$ cat config.mk
export PLATFORM = sky130hd
export DESIGN_NAME = cal_timer
export DESIGN_NICKNAME = d
export VERILOG_FILES = /design/src/common/cal_timer_pkg.sv /design/src/hdl/cal_timer.sv
export VERILOG_INCLUDE_DIRS = /design/src /design/src/common
export SDC_FILE = /design/constraint.sdc
export NUM_CORES = 1
export LEC_CHECK = 0
export BUFFER_PORTS_ARGS = -buffer_cell sky130_fd_sc_hd__buf_4
export CORE_MARGIN = 2
export CORE_UTILIZATION = 35
export DETAILED_ROUTE_END_ITERATION = 16
export GPL_TIMING_DRIVEN = 0
export PLACE_DENSITY = 0.53
export SLEW_MARGIN = 10
export SYNTH_ARGS = -nofsm -noshare
export SYNTH_HDL_FRONTEND = slang
export SYNTH_SLANG_ARGS = --single-unit
$ cat constraint.sdc
create_clock -name mclk -period 7.65 [get_ports mclk]
set_input_delay 1.53 -clock mclk [delete_from_list [all_inputs] [get_ports mclk]]
set_output_delay 1.53 -clock mclk [all_outputs]
set_load 0.005 [all_outputs]
$ cat src/common/cal_timer_regs.svh
// Register offsets, field positions, reset values and counts of the calendar timers.
`ifndef CAL_TIMER_REGS_SVH
`define CAL_TIMER_REGS_SVH
`define CT_NUM_TIMERS 4
`define CT_REG_ON_TIME 4'h0
`define CT_REG_OFF_TIME 4'h1
`define CT_REG_MODE 4'h2
`define CT_REG_STATUS 4'h3
`define CT_CH_LSB 4
`define CT_CH_W 2
`define CT_TOD_W 17
`define CT_MODE_W 4
`define CT_SEC_PER_DAY 17'd86400
`define CT_RST_TIME 17'h00000
`define CT_RST_MODE 4'h0
`define CT_ST_VALID_BIT 1
`define CT_CLK_MHZ 250
`define CT_SEC_US 1000000
`define CT_SEC_CYCLES (`CT_SEC_US * `CT_CLK_MHZ)
`endif

$ cat src/common/cal_timer_pkg.sv
// Types shared by the calendar timer block.
package cal_timer_pkg;
   typedef enum logic [3:0] {
      mode_off = 4'h0,
      mode_daily = 4'h1,
      mode_mon = 4'h2,
      mode_tue = 4'h3,
      mode_wed = 4'h4,
      mode_thu = 4'h5,
      mode_fri = 4'h6,
      mode_sat = 4'h7,
      mode_sun = 4'h8,
      working_days_mode = 4'h9,
      mon_to_sat_mode = 4'ha,
      weekend_mode = 4'hb
   } timer_mode_t;
   // Weekday encoding: 0 is Monday, 6 is Sunday.
   typedef logic [2:0] weekday_t;
   typedef logic [16:0] tod_t;
endpackage

$ cat src/hdl/cal_timer.sv
// Four calendar weekday timers with register port, forcing and status save and restore.
`timescale 1ns/1ps
`include "cal_timer_regs.svh"

////////////////////////////////////////////////////////////////////////////////
// Behaviour
// - Four channels, each with its own on time, off time and mode.
// - On and off times are seconds of the day, hours minutes seconds.
// - Mode selector has twelve settings choosing the switching days.
// - Disabled mode does not run and holds the output at zero, apart from one cycle after a restore that sets it.
// - Daily mode switches on and off once every day.
// - Single-day modes switch only on their own weekday.
// - Working-days mode switches Monday to Friday only.
// - Monday-to-Saturday mode skips only Sundays.
// - Weekend mode switches only on Saturday and Sunday.
// - Software forces an enabled output by writing its status value.
// - A forced state holds until next force, next scheduled transition or a write of the off mode, which clears it.
// - Status is saved when auxiliary power fails and restored at startup.
// - Outputs feed logic functions, blocking logic and the output matrix.
module cal_timer
#(
   parameter int unsigned SEC_CYCLES = `CT_SEC_CYCLES
)
(
   input wire logic mclk,
   input wire logic rstn,
   input wire logic ce,
   input wire logic [7:0] addr,
   input wire logic [31:0] wdata,
   input wire logic wr,
   input wire logic rd,
   output logic [31:0] rdata,
   input wire cal_timer_pkg::tod_t cal_tod,
   input wire cal_timer_pkg::weekday_t cal_weekday,
   input wire logic aux_power_fail,
   input wire logic nv_restore_valid,
   input wire logic [`CT_NUM_TIMERS-1:0] nv_restore_state,
   output logic nv_save_strobe,
   output logic [`CT_NUM_TIMERS-1:0] nv_save_state,
   output logic [`CT_NUM_TIMERS-1:0] sched_out_state
);
   import cal_timer_pkg::*;

   localparam int N = `CT_NUM_TIMERS;

   ////////////////////////////////////////////////////////////////////////////
   // Input synchronisers; calendar and power-fail come from other domains.
   tod_t tod_m_q, tod_q, tod_p_q;
   weekday_t wd_m_q, wd_q, wd_p_q;
   logic cal_stable;
   logic [1:0] pf_m_q, pf_q;
   logic rv_m_q, rv_q;
   logic [N-1:0] rs_m_q, rs_q;

   always_ff @(posedge mclk) begin
      if (!rstn) begin
         tod_m_q <= `CT_RST_TIME;
         tod_q <= `CT_RST_TIME;
         tod_p_q <= `CT_RST_TIME;
         wd_m_q <= 3'h0;
         wd_q <= 3'h0;
         wd_p_q <= 3'h0;
         pf_m_q <= 2'h0;
         pf_q <= 2'h0;
         rv_m_q <= 1'b0;
         rv_q <= 1'b0;
         rs_m_q <= '0;
         rs_q <= '0;
      end else if (ce) begin
         tod_m_q <= cal_tod;
         tod_q <= tod_m_q;
         tod_p_q <= tod_q;
         wd_m_q <= cal_weekday;
         wd_q <= wd_m_q;
         wd_p_q <= wd_q;
         pf_m_q <= {pf_m_q[0], aux_power_fail};
         pf_q <= {pf_q[0], pf_m_q[1]};
         rv_m_q <= nv_restore_valid;
         rv_q <= rv_m_q;
         rs_m_q <= nv_restore_state;
         rs_q <= rs_m_q;
      end
   end

   // The calendar word is synchronised bit by bit, so it is only trusted once it
   // has held still for a cycle; a word caught mid-change could fake a match.
   assign cal_stable = (tod_q == tod_p_q) && (wd_q == wd_p_q);

   ////////////////////////////////////////////////////////////////////////////
   // Once-per-second tick.
   logic [31:0] sec_cnt_q;
   logic tick;
   assign tick = (sec_cnt_q == SEC_CYCLES - 1);

   always_ff @(posedge mclk) begin
      if (!rstn) begin
         sec_cnt_q <= 32'h0;
      end else if (ce) begin
         sec_cnt_q <= tick ? 32'h0 : sec_cnt_q + 32'h1;
      end
   end

   ////////////////////////////////////////////////////////////////////////////
   // Register decode.
   logic [3:0] reg_sel;
   logic [1:0] ch_sel;
   logic addr_ok;
   assign reg_sel = addr[3:0];
   assign ch_sel = addr[`CT_CH_LSB +: `CT_CH_W];
   assign addr_ok = (addr[7:6] == 2'h0) && (reg_sel <= `CT_REG_STATUS);

   tod_t on_q [N];
   tod_t off_q [N];
   timer_mode_t mode_q [N];
   logic [N-1:0] state_q;
   logic restored_q;
   logic pf_seen_q;

   // Day permission for each mode.
   function automatic logic day_ok(input timer_mode_t m, input weekday_t d);
      case (m)
         mode_daily: day_ok = 1'b1;
         mode_mon, mode_tue, mode_wed, mode_thu,
         mode_fri, mode_sat, mode_sun: day_ok = (d == 3'(m - mode_mon));
         working_days_mode: day_ok = (d <= 3'h4);
         mon_to_sat_mode: day_ok = (d <= 3'h5);
         weekend_mode: day_ok = (d == 3'h5) || (d == 3'h6);
         default: day_ok = 1'b0;
      endcase
   endfunction

   ////////////////////////////////////////////////////////////////////////////
   // Channels.
   logic [N-1:0] state_d;
   genvar g;
   generate
      for (g = 0; g < N; g++) begin : g_ch
         logic wsel, en, ok, hit_on, hit_off, force_wr, nxt;
         assign wsel = wr && addr_ok && (ch_sel == 2'(g));
         assign en = (mode_q[g] != mode_off);
         assign ok = day_ok(mode_q[g], wd_q) && cal_stable;
         assign hit_on = tick && en && ok && (tod_q == on_q[g]);
         assign hit_off = tick && en && ok && (tod_q == off_q[g]);
         // Writing the status of an enabled timer forces it; no force flag exists.
         assign force_wr = wsel && (reg_sel == `CT_REG_STATUS) && en;
         always_comb begin
            nxt = state_q[g];
            if (!en) begin
               nxt = 1'b0;
            end else if (hit_off) begin
               nxt = 1'b0;
            end else if (hit_on) begin
               nxt = 1'b1;
            end else if (force_wr) begin
               nxt = wdata[0];
            end
         end
         assign state_d[g] = nxt;
         always_ff @(posedge mclk) begin
            if (!rstn) begin
               on_q[g] <= `CT_RST_TIME;
               off_q[g] <= `CT_RST_TIME;
               mode_q[g] <= timer_mode_t'(`CT_RST_MODE);
            end else if (ce && wsel) begin
               if (reg_sel == `CT_REG_ON_TIME && wdata[16:0] < `CT_SEC_PER_DAY) begin
                  on_q[g] <= wdata[16:0];
               end
               if (reg_sel == `CT_REG_OFF_TIME && wdata[16:0] < `CT_SEC_PER_DAY) begin
                  off_q[g] <= wdata[16:0];
               end
               if (reg_sel == `CT_REG_MODE && wdata[3:0] <= 4'hb) begin
                  mode_q[g] <= timer_mode_t'(wdata[3:0]);
               end
            end
         end
      end
   endgenerate

   ////////////////////////////////////////////////////////////////////////////
   // State, restore and save.
   always_ff @(posedge mclk) begin
      if (!rstn) begin
         state_q <= '0;
         restored_q <= 1'b0;
         pf_seen_q <= 1'b0;
         nv_save_strobe <= 1'b0;
         nv_save_state <= '0;
         sched_out_state <= '0;
      end else if (ce) begin
         // Restore only once after startup so later loads cannot override the schedule.
         if (!restored_q && rv_q) begin
            state_q <= rs_q;
            restored_q <= 1'b1;
         end else begin
            state_q <= state_d;
         end
         pf_seen_q <= pf_q[1];
         nv_save_strobe <= pf_q[1] && !pf_seen_q;
         if (pf_q[1] && !pf_seen_q) begin
            nv_save_state <= state_q;
         end
         sched_out_state <= state_q;
      end
   end

   ////////////////////////////////////////////////////////////////////////////
   // Read port.
   logic [31:0] rd_mux;
   logic [1:0] st_val;
   assign st_val = {mode_q[ch_sel] != mode_off, state_q[ch_sel]};
   always_comb begin
      rd_mux = 32'h0;
      if (addr_ok) begin
         case (reg_sel)
            `CT_REG_ON_TIME: rd_mux = {15'h0, on_q[ch_sel]};
            `CT_REG_OFF_TIME: rd_mux = {15'h0, off_q[ch_sel]};
            `CT_REG_MODE: rd_mux = {28'h0, mode_q[ch_sel]};
            `CT_REG_STATUS: rd_mux = {30'h0, st_val};
            default: rd_mux = 32'h0;
         endcase
      end
   end

   always_ff @(posedge mclk) begin
      if (!rstn) begin
         rdata <= 32'h0;
      end else if (ce) begin
         rdata <= rd ? rd_mux : 32'h0;
      end
   end
endmodule

==> results.txt, run 1 <==
worst path cell trace - clkbuf_1, inv_1, and3_1, clkbuf_1, clkbuf_1, nand2_1, o21ai_2, buf_8
Max Freq - 254.2 MHz
Synth async-reset ratio - 0%
outcome - complete, no violations
Post-DRT Antenna Nets - 0
largest net degree at the start of global routing - 18
top post-synthesis cells by count - 171 x nor2_1, 152 x and2_1, 152 x edfxtp_1
reg-to-reg startpoint - tod_q[0]
Die H - 209.7 µm
Vias/cell - 5.136
clock root cell - clkbuf_16
Cell Pwr Density - 220.6 nW/µm²
Relative slew margins - 17.66%
drt first pass iters - 5
Multi-input gate area - 7036 µm²
Pins Over Slew Limit - 0
Critical path origin - addr[1]
commonest register cell after synthesis - edfxtp_1
Clock transition at path regs - 0.06 ns
final cycle utilization of the critical path - 51.42%
Post-Route WL - 44.33 mm
count leader, synth - nor2_1
final-layout fill cell count - 4,023
initial antenna violation count - 0
crit path time final - 3.933 ns
Clk pwr share - 45.7%
vias in the first global route - 10,490
layout cell share with drive strength beyond 1 - 18.34%
Max-cap violations - 0
Post-Syn Area - 14,810 µm²
Via Count - 10,500
total core area - 41,850 µm²
crit-path max FO - 10
CP max stage delay - 0.63 ns
Die Footprint - 43,980 µm²
critical path required time - 7.89 ns
Seq. cell area - 7327 µm²
CP Capture Type - flop
Initial Util - 35.39%
Pint - 0.002922 W
reg2reg setup slack - 4.54 ns
Lkg Pwr - 6.909 nW
clk sink count - 290
slowest cell on the critical path - o21ai_2
largest delay contributor family on the critical path - buffers and inverters
Hold Crit Class - flop to flop
CTS buffer count - 35
Sw Ratio - 24.21%
dpl ws - 3.170 ns
Critical path buffers and inverters - 5
Stages on worst setup path - 8
postcts setup bufs - 0
VDD IR max - 176.7 µV
Routed WL per cell - 21.69 µm
DP HPWL - 34.28 mm
Area Growth Syn to Fin - 18.03%
Synth area leaders - edfxtp_1 31%, dfxtp_1 19%, xor2_1 8.6%, and2_1 6.4%, mux4_2 6.1%
CTS tree - built
Crit Path Category - primary input to flop
reg2reg end - state_q[1]
critical path startpoint category - primary input
reg2reg path depth - 8
antenna cell count - 0
register area share after synthesis - 49.46%
cts hold-fix bufs - 0
Hold Path Depth - 2
# nets final - 1,550
top-area cell type share of the netlist area - 30.81%
endpoints failing hold - 0
Total GRT Usage - 20.47%
htree depth - 2
combinational share of power - 9.1%
IO Port Bufs - 77
area of placed instances - 16,260 µm²
Worst Slack Setup Final - 3.717 ns
count of flip-flops with a built-in enable after synthesis - 152
fin util - 41.78%
Synth Instances - 1,342
crit path capture - off_q[1][6]
sequential power share - 45.2%
NetSw - 0.0009338 W
worst clock skew - 0.02680 ns
# rows - 75
Synth cell types - 72
Slew @ Worst Pin - 1.224 ns
I/O pin total - 112
First DRT Iteration DRCs - 910
Min Hold Slack - 0.4600 ns
CTS Buffer Depth - 3
critical path arrival - 4.17 ns
Yosys warning total - 0
Final setup violation count - 0
most used cell, CP - clkbuf_1
syn avg cell area - 11.04 µm²
grt ovf - 0
post-cts sizing count - 0
cell area after layout - 17,480 µm²
DRC violation count after routing - 0
setup TNS - 0 ns
die span in x - 209.7 µm
flops & latches, synth - 290
RSZ-0062 raised after global routing - false
RePlAce Congestion - 0.9262
Synth area leader - edfxtp_1
clock latency on the worst-skew pair - 0.54 ns
first-pass GRT wire length - 66.98 mm
==> cell usage in the layout (no fill, tap or decap), types with 23 or more instances in the layout <==
master     netlist  layout
nor2_1         171     171
and2_1         152     152
edfxtp_1       152     152
xor2_1         145     145
dfxtp_1        138     138
buf_4           16      94
mux2i_1         82      82
xnor2_1         50      50
mux4_2          40      40
clkbuf_1        32      37
a21oi_1         37      37
clkbuf_16        0      36
buf_2           35      35
nor4_1          34      33
nand2_1         31      31
nand3_1         23      23
==> cell type report <==
type	instances	share of cell area, %
plain buffers	97	2.848
clock buffers	46	5.653
clock inverters	18	1.331
inverters	11	0.2362
multi-input cells	958	40.24
flip-flops and latches	290	41.91
well taps	539	3.857
repair buffers	85	3.929
==> stage by stage <==
step / std cells / power, W
floorplan: 1356 / 0.001979
global placement: 1972 / 0.002118
detailed placement: 1980 / 0.002127
CTS: 2044 / 0.003887
global route: 2044 / 0.003981
finish: 2044 / 0.003856
==> state kept, by name, indices dropped and copies added (netlist names), 16 cells and up <==
register,cells
off_q,68
on_q,68
sec_cnt_q,32
rdata,17
tod_m_q,17
tod_p_q,17
tod_q,17
mode_q,16
==> routing by layer <==
layer	up-vias	wire length [µm]	GRT usage [%]
met5	-	0	0
met4	0	1412	6.676
met3	89	2206	3.038
met2	304	21120	33.99
met1	5113	19590	27.49
li1	4992	-	-
==> power groups by stage <==
| stage | clock network (W) | logic, W | registers [W] |
|---|---|---|---|
| CTS | 0.00179 | 0.000354 | 0.00174 |
| global route | 0.00185 | 0.000380 | 0.00175 |
| global placement | 0 | 0.000342 | 0.00178 |
| detailed placement | 0 | 0.000353 | 0.00177 |
| floorplan | 0 | 0.000221 | 0.00176 |
| finish | 0.00176 | 0.000353 | 0.00174 |
==> worst register-to-register path, stage by stage (launching register included) <==
cell	delay, ns
dfxtp_1	0.34
buf_2	0.34
xor2_1	0.23
nor4_1	0.41
nand3_1	0.17
nor4_1	0.95
o211ai_1	0.26
a31o_1	0.28
a21oi_2	0.09
==> cell families (layout without fill, tap and decap cells) <==
group | Yosys count | in the layout | synth area share [%]
other | 1 | 15 | 0.02532
multiplexers | 122 | 122 | 11.62
adder cells (fa/ha/maj) | 1 | 1 | 0.08445
AND/OR/NAND/NOR | 500 | 500 | 18.07
AO/OA/AOI/OAI | 125 | 125 | 5.567
buffers and inverters | 108 | 257 | 3.641
flip-flops | 290 | 290 | 49.46
XOR/XNOR | 195 | 195 | 11.53
==> worst min path at each step <==
| stage | endpoint | startpoint | slack (ns) |
|---|---|---|---|
| after floorplan | restored_q | restored_q | 0.44 |
| after CTS | rdata[0] | rdata[0] | 0.47 |
| after detailed placement | rdata[0] | rdata[0] | 0.46 |
| after global routing | rdata[0] | rdata[0] | 0.49 |
| final | rdata[0] | rdata[0] | 0.46 |
| after global placement | rdata[0] | rdata[0] | 0.45 |
Power figures use the tool's default switching activity.
==> run 2, diff against run 1 <==
--- a/config.mk
+++ b/config.mk
@@ -6,12 +6,13 @@
 export SDC_FILE = /design/constraint.sdc
 export NUM_CORES = 1
 export LEC_CHECK = 0
+export ABC_AREA = 1
 export BUFFER_PORTS_ARGS = -buffer_cell sky130_fd_sc_hd__buf_4
 export CORE_MARGIN = 2
 export CORE_UTILIZATION = 35
 export DETAILED_ROUTE_END_ITERATION = 16
 export GPL_TIMING_DRIVEN = 0
-export PLACE_DENSITY = 0.53
+export PLACE_DENSITY = 0.55
 export SLEW_MARGIN = 10
 export SYNTH_ARGS = -nofsm -noshare
 export SYNTH_HDL_FRONTEND = slang
==> constraint.sdc (replaced) <==
create_clock -name mclk -period 3.4 [get_ports mclk]
set_input_delay 0.68 -clock mclk [delete_from_list [all_inputs] [get_ports mclk]]
set_output_delay 0.68 -clock mclk [all_outputs]
set_load 0.005 [all_outputs]
==> results.txt, run 2 <==
Post-DRT Antenna Nets - 0 (unchanged)
top post-synthesis cells by count - 362 x nor2_1, 359 x nand2_1, 152 x edfxtp_1
worst hold path endpoint - tod_m_q[16]
CTS tree - built
Max Freq - 358.0 MHz
commonest register cell after synthesis - edfxtp_1
Sw Ratio - 26.38% (+2.2 points)
worst clock skew - 0.02269 ns (-0.004114 ns)
mux contribution to synthesized area - 0% (-12 points)
flops & latches, synth - 290 (unchanged)
Vias/cell - 5.198 (+1.2%)
post-cts sizing count - 0 (unchanged)
largest registers - off_q (68), on_q (68), sec_cnt_q (32)
# nets final - 2,103 (+36%)
postcts setup bufs - 0 (unchanged)
RSZ-0062 raised after global routing - false
CP Capture Type - flop
Clk pwr share - 41.1% (-4.6 points)
Relative slew margins - 40.37% (+23 points)
final cycle utilization of the critical path - 82.16%
worst hold start - cal_tod[16]
First DRT Iteration DRCs - 1,289 (+42%)
sequential power share - 47.2% (+2.0 points)
Routed WL per cell - 20.04 µm (-7.6%)
register area share after synthesis - 48.57% (-0.89 points)
CTS buffer count - 35 (unchanged)
post-synthesis adder-cell area fraction - 0.08295% (-0.0015 points)
drt first pass iters - 5 (unchanged)
htree depth - 2 (unchanged)
Clock transition at path regs - 0.05 ns (about the same)
combinational share of power - 11.7% (+2.6 points)
Synth Area in Compound Gates - 12.89% (+7.3 points)
Die H - 211.6 µm (+0.89%)
count leader, synth - nor2_1
Hold Crit Class - primary input to flop
NetSw - 0.002213 W (+140%)
syn avg cell area - 7.969 µm² (-28%)
RePlAce Congestion - 0.9434 (+1.9%)
Via Count - 13,510 (+29%)
cts hold-fix bufs - 0 (unchanged)
Lkg Pwr - 7.225 nW (+4.6%)
DRC violation count after routing - 0 (unchanged)
grt ovf - 0 (unchanged)
Area Growth Syn to Fin - 16.72%
largest net degree at the start of global routing - 18 (unchanged)
Final setup violation count - 0 (unchanged)
# rows - 76 (+1.3%)
Hold Path Depth - 3 (+1)
cell area after layout - 17,610 µm² (+0.70%)
VDD IR max - 238.5 µV (+35%)
Slew @ Worst Pin - 0.8945 ns (-0.3294 ns)
clk sink count - 290 (unchanged)
critical path startpoint category - primary input
IO Port Bufs - 80 (+3.9%)
Synth cell types - 48 (-33%)
xor/xnor share of the synthesized area - 5.690% (-5.8 points)
crit path time final - 2.794 ns
CTS Buffer Depth - 3 (unchanged)
I/O pin total - 112 (unchanged)
Initial Util - 35.25% (-0.14 points)
total core area - 42,790 µm² (+2.2%)
vias in the first global route - 13,050 (+24%)
Die Footprint - 44,770 µm² (+1.8%)
first-pass GRT wire length - 78.76 mm (+18%)
Pint - 0.006175 W (+110%)
Total GRT Usage - 23.36% (+2.9 points)
count of flip-flops with a built-in enable after synthesis - 152 (unchanged)
Synth Instances - 1,893 (+41%)
Synth Area in Simple Gates - 25.08% (+7.0 points)
outcome - complete, no violations
endpoints failing hold - 0 (unchanged)
DP HPWL - 38.91 mm (+14%)
reg2reg setup slack - 1.02 ns (-3.52 ns)
clock latency on the worst-skew pair - 0.53 ns (about the same)
top-area cell type share of the netlist area - 30.26% (-0.55 points)
Pins Over Slew Limit - 0 (unchanged)
Crit Path Category - primary input to flop
Post-Syn Area - 15,080 µm² (+1.8%)
die span in x - 211.6 µm (+0.89%)
Min Hold Slack - 0.3852 ns (-0.07482 ns)
Cell Pwr Density - 476.4 nW/µm² (+120%)
layout cell share with drive strength beyond 1 - 12.57% (-5.8 points)
reg-to-reg startpoint - tod_q[12]
most common cell after layout, fill and taps aside - nor2_1
area of placed instances - 16,580 µm² (+1.9%)
Post-Route WL - 52.12 mm (+18%)
reg2reg end - state_q[0]
commonest cells after routing, fill and taps aside - 362 x nor2_1, 359 x nand2_1, 152 x edfxtp_1, 138 x dfxtp_1, 133 x inv_1
Synth async-reset ratio - 0% (unchanged)
largest family of logic cells by synthesized area - simple AND/OR/NAND/NOR gates
Yosys warning total - 0 (unchanged)
critical path arrival - 2.93 ns (-1.24 ns)
reg2reg path depth - 13 (+5)
crit-path max FO - 17 (+7)
clock root cell - clkbuf_16
Synth area leaders - edfxtp_1 30%, dfxtp_1 18%, nor2_1 9.0%, nand2_1 8.9%, o21ai_0 4.1%
Synth area leader - edfxtp_1
Max-cap violations - 0 (unchanged)
critical path required time - 3.54 ns (-4.35 ns)
initial antenna violation count - 0 (unchanged)
==> run 2: area by class of cell <==
class,instances,area [µm²]
inverters,172,645.6
repair buffers,87,710.7
multi-input cells,1342,6700
fillers,4330,25180
clock buffers,46,969.7
plain buffers,103,509.2
clock inverters,13,58.81
well taps,546,683.2
flip-flops and latches,290,7327
diodes,1,2.502
==> run 2: worst max-delay path by stage <==
stage | start | endpoint
after global placement | wdata[11] | off_q[3][8]
after global routing | wdata[11] | off_q[1][15]
final | wdata[11] | off_q[1][15]
after CTS | wdata[11] | off_q[1][15]
after floorplan | addr[3] | on_q[0][0]
after detailed placement | wdata[11] | off_q[1][16]
==> run 2: cells by family (layout without fill, tap and decap cells) <==
| group | count (synthesis) | in the layout |
|---|---|---|
| simple gates | 893 | 893 |
| buf+inv | 275 | 421 |
| flops | 290 | 290 |
| xor+xnor | 98 | 98 |
| fa+ha+maj | 1 | 1 |
| other cells | 1 | 16 |
| compound gates | 335 | 335 |
==> run 2: power groups by stage <==
stage | Clock, W | Sequential, W | Combinational (W)
after floorplan | 0 | 0.00399 | 0.000619
after global placement | 0 | 0.00403 | 0.000944
after detailed placement | 0 | 0.00402 | 0.000973
after CTS | 0.00351 | 0.00395 | 0.000977
after global routing | 0.00362 | 0.00397 | 0.00108
final | 0.00345 | 0.00396 | 0.000984
==> run 2: through the flow <==
stage	setup slack, ns	cells	util (%)	power (W)	setup TNS [ns]
floorplan	0.1982	1907	-	0.004613	0
global placement	-2.044	2533	38.37	0.004971	-223.89
detailed placement	0.1353	2540	38.74	0.004997	0
CTS	0.6724	2599	41.14	0.008435	0
global route	0.5183	2599	41.14	0.008679	0
finish	0.6065	2600	41.15	0.008387	0
==> run 2: layer usage <==
layer	GRT usage [%]	wire length (µm)	up-vias
met4	9.203	1984	0
met5	0	0	-
met1	31.31	22810	6396
met3	3.531	3603	96
met2	37.93	23720	498
li1	-	-	6524
==> run 2: critical path, stage by stage <==
cell	delay (ns)
buf_4	0.11
clkinv_1	0.22
o2111ai_1	0.16
a21oi_1	0.35
o21ai_1	0.14
nand2_2	0.27
nand2_1	0.26
o21ai_4	0.72
